`src/rate_ref_cfg.svh`:
```
// named constants of the ramped rate reference controller
// assumes a 10 MHz clock; rates in units of 0.01 Hz fundamental
`ifndef RATE_REF_CFG_SVH
`define RATE_REF_CFG_SVH
// ------------------------------------------------------------
// clock and time base
// ------------------------------------------------------------
`define CLK_HZ        10_000_000
`define TICK_US       10
`define TICK_CYC      (`CLK_HZ / 1_000_000 * `TICK_US)
`define DS_US         100_000
`define DS_TICKS      26'(`DS_US / `TICK_US)
`define PULSE_W_US    50
`define PULSE_W_CYC   10'(`CLK_HZ / 1_000_000 * `PULSE_W_US)
// ------------------------------------------------------------
// rates, intervals and ranges
// ------------------------------------------------------------
`define MIN_RATE      16'h009B
`define RATE_LO       17'h0_009C
`define RATE_HI       17'h0_C350
`define IVL_LO        17'h0_07D0
`define IVL_HI        17'h0_FFFF
`define SPAN_60       26'h000_1770
`define PULSES_PER_F  19'h0_0006
`define PULSE_NUM     30'h3B9A_CA00
`define DIV_NUM       27'h5F5_E100
`define DIV_STEPS     5'h1B
`define DIGITS_RATE   3'h5
`define DIGITS_IVL    3'h5
`define DIGITS_RAMP   3'h2
`define DIGITS_MULT   3'h4
// ------------------------------------------------------------
// reset values of the settings
// ------------------------------------------------------------
`define RST_RATE      16'h1770
`define RST_IVL       16'h411B
`define RST_RAMP      7'h37
`define RST_MULT      16'h03E8
`endif

```
`src/rate_ref_pkg.sv`:
```
// types shared by the ramped rate reference controller
// assumes rate_ref_cfg.svh supplies the numeric constants
package rate_ref_pkg;
  typedef enum logic [3:0] {
    K_0, K_1, K_2, K_3, K_4, K_5, K_6, K_7, K_8, K_9,
    K_RATE, K_IVL, K_UP, K_DOWN, K_MULT, K_CONFIRM
  } key_code_t;
  typedef struct packed {
    logic      valid;
    key_code_t code;
  } key_t;
  typedef enum logic [2:0] {F_RATE, F_IVL, F_UP, F_DOWN, F_MULT} field_t;
  typedef enum logic [2:0] {
    SHOW_BLANK, SHOW_VALUE, SHOW_ENTRY, SHOW_PRESENT, SHOW_ERROR
  } disp_mode_t;
  typedef struct packed {
    disp_mode_t  mode;
    field_t      field;
    logic [16:0] value;
    logic [2:0]  entered;
    logic [2:0]  bars;
    logic        rejected;
  } display_t;
  typedef enum logic [2:0] {
    ST_IDLE   = 3'b001,
    ST_DIGITS = 3'b010,
    ST_DIVIDE = 3'b100
  } entry_state_t;
endpackage : rate_ref_pkg

```
`src/ramped_rate_reference_ctrl.sv`:
```
// ramped rate reference: keypad setpoints, linear ramp, 6x pulse train
// assumes keys arrive as one-cycle strobes synchronous to clk
`timescale 1ns/1ps
`include "rate_ref_cfg.svh"

// Functional notes
// - ramp setting 00..99 maps to 2.1..518.0 s for a 60 Hz span
// - ramp time scales in proportion to the size of the rate change
// - interval entries 02.000..65.535 ms accepted in interval mode
// - interval accepted only if its rate is below the upper rate limit
// - interval key is refused when the block runs in rate mode
// - interval shown in ms of fundamental; pulses come six times faster
// - with run asked and no freeze, ramp toward the new target
// - in interval mode the interval key shows the stored interval first
// - four-digit multiplier 0.000..9.999 can be shown and entered
// - multiplier key accepted only as the first key of a sequence
// - freeze keeps pulse rate and drive enable unchanged
// - after freeze release with run asked, ramp up at ramp-up rate
// - after freeze release with run not asked, ramp down to stop
// - while freeze is held the present rate is kept
// - run request changes are ignored while freeze is closed
// - run request closing energizes drive enable and ramps up
// - run request opening ramps down; drive enable drops at minimum
// - output pulses run at six times the fundamental rate
// - stopped condition keeps pulses at 1.55 Hz fundamental
// - digits fill from the left; bars mark digits still awaited
// - confirm blanks display, or shows present rate while ramping
module ramped_rate_reference_ctrl
  import rate_ref_pkg::*;
#(
  parameter int TICK_CYC = `TICK_CYC
) (
  input  wire logic        clk,
  input  wire logic        reset,
  input  wire logic        ce,
  input  wire logic        interval_mode,
  input  wire logic        run_request,
  input  wire logic        freeze,
  input  wire logic [15:0] rate_limit,
  input  wire key_t        key,
  output logic             pulse_out,
  output logic             drive_enable,
  output logic             ramping,
  output logic [15:0]      present_rate,
  output logic [29:0]      multiplied_rate_readout,
  output display_t         disp
);

  // ------------------------------------------------------------
  // ramp time table, in tenths of a second
  // ------------------------------------------------------------
  function automatic logic [12:0] ramp_ds(input logic [6:0] s);
    logic [12:0] v;
    v = 13'h0015;
    if (s < 7'h20) v = 13'h0015 + 13'(s);
    else if (s < 7'h38) v = 13'h0036 + 13'({s - 7'h20, 1'b0});
    else if (s < 7'h48) v = 13'h0069 + 13'(s - 7'h38) * 13'h0005;
    else begin
      case (s)
        7'h48: v = 13'h00BE;  7'h49: v = 13'h00C3;  7'h4A: v = 13'h00C8;
        7'h4B: v = 13'h00D2;  7'h4C: v = 13'h00DC;  7'h4D: v = 13'h00E6;
        7'h4E: v = 13'h00F0;  7'h4F: v = 13'h00FA;  7'h50: v = 13'h0104;
        7'h51: v = 13'h0113;  7'h52: v = 13'h0122;  7'h53: v = 13'h0136;
        7'h54: v = 13'h014A;  7'h55: v = 13'h015E;  7'h56: v = 13'h0177;
        7'h57: v = 13'h0190;  7'h58: v = 13'h01B3;  7'h59: v = 13'h01E0;
        7'h5A: v = 13'h020D;  7'h5B: v = 13'h0249;  7'h5C: v = 13'h028F;
        7'h5D: v = 13'h02EE;  7'h5E: v = 13'h0384;  7'h5F: v = 13'h03FC;
        7'h60: v = 13'h0500;  7'h61: v = 13'h06A4;  7'h62: v = 13'h0A14;
        default: v = 13'h143C;
      endcase
    end
    return v;
  endfunction : ramp_ds

  function automatic logic [2:0] digits_of(input field_t f);
    case (f)
      F_RATE:  return `DIGITS_RATE;
      F_IVL:   return `DIGITS_IVL;
      F_MULT:  return `DIGITS_MULT;
      default: return `DIGITS_RAMP;
    endcase
  endfunction : digits_of

  entry_state_t state;
  field_t       field;
  disp_mode_t   disp_mode;
  logic [16:0]  entry_val;
  logic [16:0]  shown_val;
  logic [2:0]   entered;
  logic         rejected;
  logic [15:0]  target_rate;
  logic [15:0]  target_ivl;
  logic [15:0]  mult;
  logic [6:0]   ramp_up;
  logic [6:0]   ramp_down;
  logic [16:0]  rem;
  logic [26:0]  num;
  logic [15:0]  quo;
  logic [4:0]   div_cnt;
  logic [15:0]  rate;
  logic [15:0]  goal;
  logic [25:0]  ramp_acc;
  logic [15:0]  tick_cnt;
  logic [29:0]  phase;
  logic [9:0]   width_cnt;
  logic         is_digit;
  logic [16:0]  trial;
  logic [16:0]  next_val;

  assign is_digit = key.code <= K_9;
  assign next_val = 17'(entry_val * 17'h0_000A) + 17'(key.code);
  assign trial    = {rem[15:0], num[26]};
  assign goal     = run_request ? target_rate : `MIN_RATE;
  assign ramping  = rate != goal;

  // ------------------------------------------------------------
  // keypad entry and setpoint storage
  // ------------------------------------------------------------
  always_ff @(posedge clk) begin
    if (reset) begin
      state       <= ST_IDLE;
      field       <= F_RATE;
      disp_mode   <= SHOW_BLANK;
      entry_val   <= '0;
      shown_val   <= '0;
      entered     <= '0;
      rejected    <= 1'b0;
      target_rate <= `RST_RATE;
      target_ivl  <= `RST_IVL;
      mult        <= `RST_MULT;
      ramp_up     <= `RST_RAMP;
      ramp_down   <= `RST_RAMP;
      rem         <= '0;
      num         <= '0;
      quo         <= '0;
      div_cnt     <= '0;
    end else if (ce) begin
      case (state)
        ST_IDLE: if (key.valid) begin
          rejected <= 1'b0;
          entry_val <= '0;
          entered <= '0;
          if (is_digit || key.code == K_CONFIRM) begin
            disp_mode <= SHOW_ERROR;
          end else if (key.code == K_IVL && !interval_mode) begin
            disp_mode <= SHOW_ERROR;
          end else if (key.code == K_RATE && interval_mode) begin
            disp_mode <= SHOW_ERROR;
          end else begin
            state <= ST_DIGITS;
            disp_mode <= SHOW_VALUE;
            case (key.code)
              K_RATE: begin
                field <= F_RATE;
                shown_val <= {1'b0, target_rate};
              end
              K_IVL: begin
                field <= F_IVL;
                shown_val <= {1'b0, target_ivl};
              end
              K_UP: begin
                field <= F_UP;
                shown_val <= {10'h000, ramp_up};
              end
              K_DOWN: begin
                field <= F_DOWN;
                shown_val <= {10'h000, ramp_down};
              end
              default: begin
                field <= F_MULT;
                shown_val <= {1'b0, mult};
              end
            endcase
          end
        end
        ST_DIGITS: if (key.valid) begin
          if (is_digit && entered != digits_of(field)) begin
            entry_val <= next_val;
            shown_val <= next_val;
            entered <= entered + 3'h1;
            disp_mode <= SHOW_ENTRY;
          end else if (key.code == K_CONFIRM && entered == digits_of(field)) begin
            state <= ST_IDLE;
            disp_mode <= ramping ? SHOW_PRESENT : SHOW_BLANK;
            case (field)
              F_RATE: if (entry_val >= `RATE_LO && entry_val <= `RATE_HI &&
                           entry_val < {1'b0, rate_limit}) begin
                target_rate <= entry_val[15:0];
              end else begin
                rejected <= 1'b1;
                disp_mode <= SHOW_ERROR;
              end
              F_IVL: if (entry_val >= `IVL_LO && entry_val <= `IVL_HI) begin
                state <= ST_DIVIDE;
                rem <= '0;
                num <= `DIV_NUM;
                quo <= '0;
                div_cnt <= `DIV_STEPS;
              end else begin
                rejected <= 1'b1;
                disp_mode <= SHOW_ERROR;
              end
              F_UP:   ramp_up <= entry_val[6:0];
              F_DOWN: ramp_down <= entry_val[6:0];
              default: mult <= entry_val[15:0];
            endcase
          end else begin
            // too many digits, early confirm or a second select key
            state <= ST_IDLE;
            disp_mode <= SHOW_ERROR;
          end
        end
        ST_DIVIDE: begin
          num <= {num[25:0], 1'b0};
          if (trial >= entry_val) begin
            rem <= trial - entry_val;
            quo <= {quo[14:0], 1'b1};
          end else begin
            rem <= trial;
            quo <= {quo[14:0], 1'b0};
          end
          div_cnt <= div_cnt - 5'h01;
          if (div_cnt == 5'h00) begin
            state <= ST_IDLE;
            if (quo < rate_limit) begin
              target_rate <= quo;
              target_ivl <= entry_val[15:0];
            end else begin
              rejected <= 1'b1;
              disp_mode <= SHOW_ERROR;
            end
          end
        end
        default: state <= ST_IDLE;
      endcase
    end
  end

  // ------------------------------------------------------------
  // linear ramp of the fundamental rate
  // ------------------------------------------------------------
  logic [25:0] thr;
  logic [25:0] acc_sum;
  assign thr = 26'(ramp_ds(rate < goal ? ramp_up : ramp_down)) * `DS_TICKS;
  assign acc_sum = ramp_acc + `SPAN_60;

  always_ff @(posedge clk) begin
    if (reset) begin
      rate         <= `MIN_RATE;
      drive_enable <= 1'b0;
      ramp_acc     <= '0;
      tick_cnt     <= '0;
    end else if (ce && !freeze) begin
      if (run_request) drive_enable <= 1'b1;
      else if (rate == `MIN_RATE) drive_enable <= 1'b0;
      tick_cnt <= (tick_cnt == 16'(TICK_CYC - 1)) ? 16'h0000 : tick_cnt + 16'h0001;
      if (!ramping) begin
        ramp_acc <= '0;
      end else if (tick_cnt == 16'(TICK_CYC - 1)) begin
        if (acc_sum >= thr) begin
          ramp_acc <= acc_sum - thr;
          rate <= (rate < goal) ? rate + 16'h0001 : rate - 16'h0001;
        end else begin
          ramp_acc <= acc_sum;
        end
      end
    end
  end

  // ------------------------------------------------------------
  // pulse train at six times the fundamental
  // ------------------------------------------------------------
  logic [29:0] phase_sum;
  assign phase_sum = phase + 30'(19'(rate) * `PULSES_PER_F);

  always_ff @(posedge clk) begin
    if (reset) begin
      phase     <= '0;
      width_cnt <= '0;
    end else if (ce) begin
      if (phase_sum >= `PULSE_NUM) begin
        phase <= phase_sum - `PULSE_NUM;
        width_cnt <= `PULSE_W_CYC;
      end else begin
        phase <= phase_sum;
        if (width_cnt != 10'h000) width_cnt <= width_cnt - 10'h001;
      end
    end
  end

  always_ff @(posedge clk) begin
    if (reset) multiplied_rate_readout <= '0;
    else if (ce) multiplied_rate_readout <= 30'(rate) * 30'(mult[13:0]);
  end

  // active-high pulse; the inverting buffer sits outside this block
  assign pulse_out    = width_cnt != 10'h000;
  assign present_rate = rate;
  assign disp.mode     = disp_mode;
  assign disp.field    = field;
  assign disp.value    = (disp_mode == SHOW_PRESENT) ? {1'b0, rate} : shown_val;
  assign disp.entered  = entered;
  assign disp.bars     = (disp_mode == SHOW_ENTRY) ? digits_of(field) - entered : 3'h0;
  assign disp.rejected = rejected;

  // ------------------------------------------------------------
  // checks
  // ------------------------------------------------------------
  a_relay_drop_min: assert property (@(posedge clk) disable iff (reset)
    $fell(drive_enable) |-> $past(rate) == `MIN_RATE && !$past(run_request))
    else $error("drive enable dropped above minimum rate");
  a_freeze_keeps: assert property (@(posedge clk) disable iff (reset)
    freeze |=> $stable(rate) && $stable(drive_enable))
    else $error("state moved during freeze");
  a_rate_step_one: assert property (@(posedge clk) disable iff (reset)
    ##1 (rate == $past(rate) || rate == $past(rate) + 16'h0001 ||
         rate == $past(rate) - 16'h0001))
    else $error("rate jumped by more than one step");
  a_rate_floor: assert property (@(posedge clk) disable iff (reset)
    rate >= `MIN_RATE)
    else $error("rate fell below minimum");
  a_run_energize: assert property (@(posedge clk) disable iff (reset)
    ce && !freeze && run_request |=> drive_enable)
    else $error("drive enable not set on run request");
  a_ivl_refused: assert property (@(posedge clk) disable iff (reset)
    ce && key.valid && state == ST_IDLE && key.code == K_IVL && !interval_mode
    |=> disp_mode == SHOW_ERROR && state == ST_IDLE)
    else $error("interval key taken in rate mode");
  a_pulse_width: assert property (@(posedge clk) disable iff (reset)
    $rose(pulse_out) |-> pulse_out[*8])
    else $error("pulse too short");
  a_target_limit: assert property (@(posedge clk) disable iff (reset)
    $changed(target_rate) |-> target_rate < $past(rate_limit))
    else $error("target stored above rate limit");
  a_reject_keeps: assert property (@(posedge clk) disable iff (reset)
    $rose(rejected) |-> $stable(target_rate) && $stable(target_ivl))
    else $error("rejected entry altered a setpoint");
endmodule : ramped_rate_reference_ctrl

```
`config.mk`:
```
export PLATFORM = sky130hd
export DESIGN_NAME = ramped_rate_reference_ctrl
export DESIGN_NICKNAME = d
export VERILOG_FILES = /design/src/rate_ref_pkg.sv /design/src/ramped_rate_reference_ctrl.sv
export VERILOG_INCLUDE_DIRS = /design/src
export SDC_FILE = /design/constraint.sdc
export NUM_CORES = 2
export LEC_CHECK = 0
export ABC_AREA = 1
export ABC_CLOCK_PERIOD_IN_PS = 21600
export BUFFER_PORTS_ARGS = -buffer_cell sky130_fd_sc_hd__buf_2
export CAP_MARGIN = 20
export CORE_MARGIN = 3
export CORE_UTILIZATION = 65
export DETAILED_ROUTE_END_ITERATION = 10
export PLACE_DENSITY = 0.83
export SYNTH_ARGS = -nofsm -noshare
export SYNTH_HDL_FRONTEND = slang
export SYNTH_SLANG_ARGS = --single-unit
```
`constraint.sdc`:
```
create_clock -name clk -period 21.6 [get_ports clk]
set_input_delay 4.32 -clock clk [delete_from_list [all_inputs] [get_ports clk]]
set_output_delay 4.32 -clock clk [all_outputs]
set_load 0.01 [all_outputs]
```
==> results.sh <==
export IMPL_status="finished, final reports clean"
export IMPL_syn_inst=4705
export IMPL_worstSetupPathType="primary input to register"
export IMPL_worstReg2RegEnd="present_rate[5]$_SDFFE_PP0P_"
export IMPL_postCtsSetupBuffers=0
export IMPL_yosysSeqAreaShare_pct=18.0
export IMPL_ant_nets=0
export IMPL_synth_fp_nets=5298
export IMPL_path_delay_family="adder cells"
export IMPL_clkLatencyLatePin_ns=0.58
export IMPL_cts_buffers=34
export IMPL_postCtsResizedCells=0
export IMPL_cts_hold_buf=0
export IMPL_place_gp_congestion=0.945
export IMPL_cts_tree="done"
export IMPL_cp_common_cell="nand2_1"
export IMPL_max_slew_margin_pct=25.9
export IMPL_grt_pass1_wl_um=147000
export IMPL_synth_cell_types=66
export IMPL_start_kind="primary input"
export IMPL_grt_max_degree=106
export IMPL_drc=0
export IMPL_grt_ovfl_total=0
export IMPL_vdd_drop_max_mv=0.0507
export IMPL_cts_sinks=289
export IMPL_met1_usage_pct=45.5
export IMPL_synth_xor_area_share_pct=4.19
export IMPL_fin_crit_ns=14.80
export IMPL_synth_simple_area_share_pct=24.0
export IMPL_met2_usage_pct=54.5
export IMPL_die_area_sq_um=52200
export IMPL_synth_compound_area_share_pct=15.1
export IMPL_hold_viol=0
export IMPL_finalMaxSlewViolations=0
export IMPL_core_area_sq_um=48300
export IMPL_synth_top_family_by_area="adder cells"
export IMPL_layout_drive_gt1_share_pct=6.08
export IMPL_leakage_nw=18.1
export IMPL_wl_um=89400
export IMPL_htreeDepth=2
export IMPL_worst_slew_pin_transition_ns=1.11
export IMPL_fin_area_sq_um=34400
export IMPL_grt_pass1_vias=29261
export IMPL_wire_per_inst_um=16.6
export IMPL_grt_util_all_layers_pct=33.6
export IMPL_final_setup_viol_count=0
export IMPL_fill_cells=4146
export IMPL_cp_max_fo=36
export IMPL_busiest_layer="met2"
export IMPL_placed_area_sq_um=33100
export IMPL_r2r_slack_ns=10.38
export IMPL_die_w_um=228
export IMPL_crit_required_ns=22.05
export IMPL_synth_fa_ha_area_share_pct=26.8
export IMPL_reg2reg_depth=50
export IMPL_tns_ns=0
export IMPL_max_stage_delay_ns=0.52
export IMPL_cts_root_buffer="clkbuf_16"
export IMPL_post_route_period_util_pct=68.5
export IMPL_cp_num_buf_inv=7
export IMPL_crit_slowest_cell="nand2_2"
export IMPL_rsz0062_at_grt="false"
export IMPL_maxCapViolCount=0
export IMPL_synth_top_area_share_pct=18.0
export IMPL_die_h_um=228
export IMPL_hold_class="register to register"
export IMPL_p_per_area_nw_per_um2=55.4
export IMPL_place_hpwl_um=67600
export IMPL_numPortBuffers=105
export IMPL_syn_cell_area_sq_um=32200
export IMPL_cts_buffer_depth=3
export IMPL_end_kind="register"
export IMPL_start_util_pct=66.5
export IMPL_hold_end="rejected$_SDFFE_PP0P_"
export IMPL_min_from="rejected$_SDFFE_PP0P_"
export IMPL_met3_usage_pct=5.21
export IMPL_cp_arrival_ns=15.25
export IMPL_drt_iter0_markers=3078
export IMPL_post_synth_cell_area_avg_sq_um=6.84
export IMPL_worstHoldPathCells=2
export IMPL_synthTopCellsByArea="dfxtp_1, ha_1, nand2_1, fa_1, inv_1"
export IMPL_synth_async_sr_flop_share_pct=0
export IMPL_ys_ff_latch=289
export IMPL_synth_mux_area_share_pct=0
export IMPL_syn2layout_area_growth_pct=7.02
export IMPL_synth_ff_type="dfxtp_1"
export IMPL_r2r_start="target_rate[15]$_SDFFE_PP0P_"
export IMPL_clock_fmax_ghz=0.0676
export IMPL_final_nets=5307
export IMPL_ys_warn_count=0
export IMPL_drtPass1Iterations=6
export IMPL_fin_skew_ns=0.0348
export IMPL_synth_edf_count=0
export IMPL_antenna_found_initial=2
export IMPL_io_pin_count=106
export IMPL_synth_largest_area_cell="dfxtp_1"
export IMPL_avgViaCountPerCell=5.76
export IMPL_rows=80
export IMPL_vias=31091
export IMPL_cts_clk_slew_worst_paths_ns=0.06
-- per-stage QoR --
| stage | worst slack [ns] | instances | utilization [%] | hold WS [ns] | power, mW |
|---|---|---|---|---|---|
| after CTS | 6.86 | 5393 | 71.1 | 0.458 | 1.90 |
| after floorplan | 8.09 | 4705 | - | 0.427 | 1.09 |
| final | 6.80 | 5397 | 71.2 | 0.456 | 1.91 |
| after global routing | 5.78 | 5396 | 71.2 | 0.480 | 2.01 |
| after detailed placement | 6.27 | 5331 | 68.4 | 0.449 | 1.24 |
| after global placement | 6.56 | 5331 | 68.4 | 0.442 | 1.23 |
-- logic make-up (layout without fill, tap and decap cells) --
logic type,after synthesis,in the layout
xor+xnor,153,153
simple gates,1825,1825
fa+ha+maj,566,566
flops,289,289
compound gates,867,867
other cells,0,1
buf+inv,1005,1040
-- tightest hold or removal path: cells and delay by family, from the launching register on --
| family | cells | cell delay (ns) |
|---|---|---|
| compound gates | 1 | 0.05 |
| flops | 1 | 0.31 |
| buf+inv | 1 | 0.05 |
-- layer usage --
| metal | vias to the layer above | part of all wire (%) |
|---|---|---|
| li1 | 15112 | - |
| met1 | 14341 | 42 |
| met2 | 1373 | 45 |
| met3 | 263 | 9.0 |
| met4 | 2 | 4.1 |
| met5 | - | 0.012 |
-- placed cells by master, fill, tap and decap left out, types with 8 or more instances in the layout --
cell          n
inv_1       823
nand2_1    1116
a21oi_1     389
xor2_1      102
nor2_1      299
a31oi_1      22
dfxtp_1     289
nand4_1      63
nand3_1     210
clkbuf_16    34
nand2_2      23
nor4_1       17
o21ai_0     277
a21o_1        9
xnor2_1      50
clkbuf_8      8
nor2_4        8
nor3_1       33
o211ai_1     80
nor2_2       11
inv_2        12
buf_2       103
or2_2         9
fa_1        204
o21a_1        9
ha_1        362
buf_4        36
o21bai_1     10
a221oi_1     15
-- power by group --
part | switching (mW) | internal [mW] | total [mW]
Combinational | 0.415 | 0.240 | 0.655
Clock | 0.255 | 0.408 | 0.664
Sequential | 0.0285 | 0.559 | 0.587
-- cell type report --
type	instances	area (sq um)	share of cell area [%]
multi-input combinational	3411	22600	65.5
clock buffer	49	987	2.87
tap	656	821	2.38
inverter	837	3140	9.14
clock inverter	13	319	0.927
timing repair buffer	141	806	2.34
sequential	289	5790	16.8
antenna	1	2.50	0.00727
-- how the worst max path moves through the flow --
stage / start / end / slack, ns / depth (start not counted)
2_1_floorplan: run_request / present_rate[0]$_SDFFE_PP1P_ / 8.09 / 49
4_1_cts: run_request / present_rate[5]$_SDFFE_PP0P_ / 6.86 / 49
3_3_place_gp: run_request / present_rate[2]$_SDFFE_PP0P_ / 6.56 / 50
5_1_grt: run_request / present_rate[5]$_SDFFE_PP0P_ / 5.78 / 51
6_report: run_request / present_rate[5]$_SDFFE_PP0P_ / 6.80 / 51
3_5_place_dp: run_request / present_rate[5]$_SDFFE_PP0P_ / 6.27 / 50
-- cells in the mapped netlist (4+ instances only) --
cell,number
nand2_1,1116
nor4_1,18
nand4_1,63
o211ai_1,80
a21o_1,9
o221ai_1,8
nand3b_1,7
a31oi_1,22
nor2_2,11
nor2_4,8
or2_2,9
and2_1,5
xor2_1,102
o21bai_1,10
nor3_1,36
nor2_1,299
inv_1,824
a211oi_1,6
nand3_1,210
buf_6,6
fa_1,204
o31ai_1,5
buf_1,7
o21ai_0,278
a21oi_1,389
a221oi_1,15
clkbuf_1,135
o21ai_1,4
nand2_2,23
ha_1,362
buf_2,17
inv_2,12
xnor2_1,50
dfxtp_1,289
o21a_1,9
a21boi_0,7
o21ai_2,7
-- state kept, by name, indices dropped and copies added, names as in the netlist --
name                     count
disp_mode                    3
ramp_acc                    22
field                        3
quo                         16
ramp_up                      7
present_rate                16
target_ivl                  16
state                        3
mult                        16
entry_val                   17
drive_enable                 1
phase                       29
ramp_down                    7
rem                         16
tick_cnt                    16
rejected                     1
shown_val                   17
target_rate                 16
num                         19
div_cnt                      5
entered                      3
width_cnt                   10
multiplied_rate_readout     30
Power figures use the tool's default switching activity.
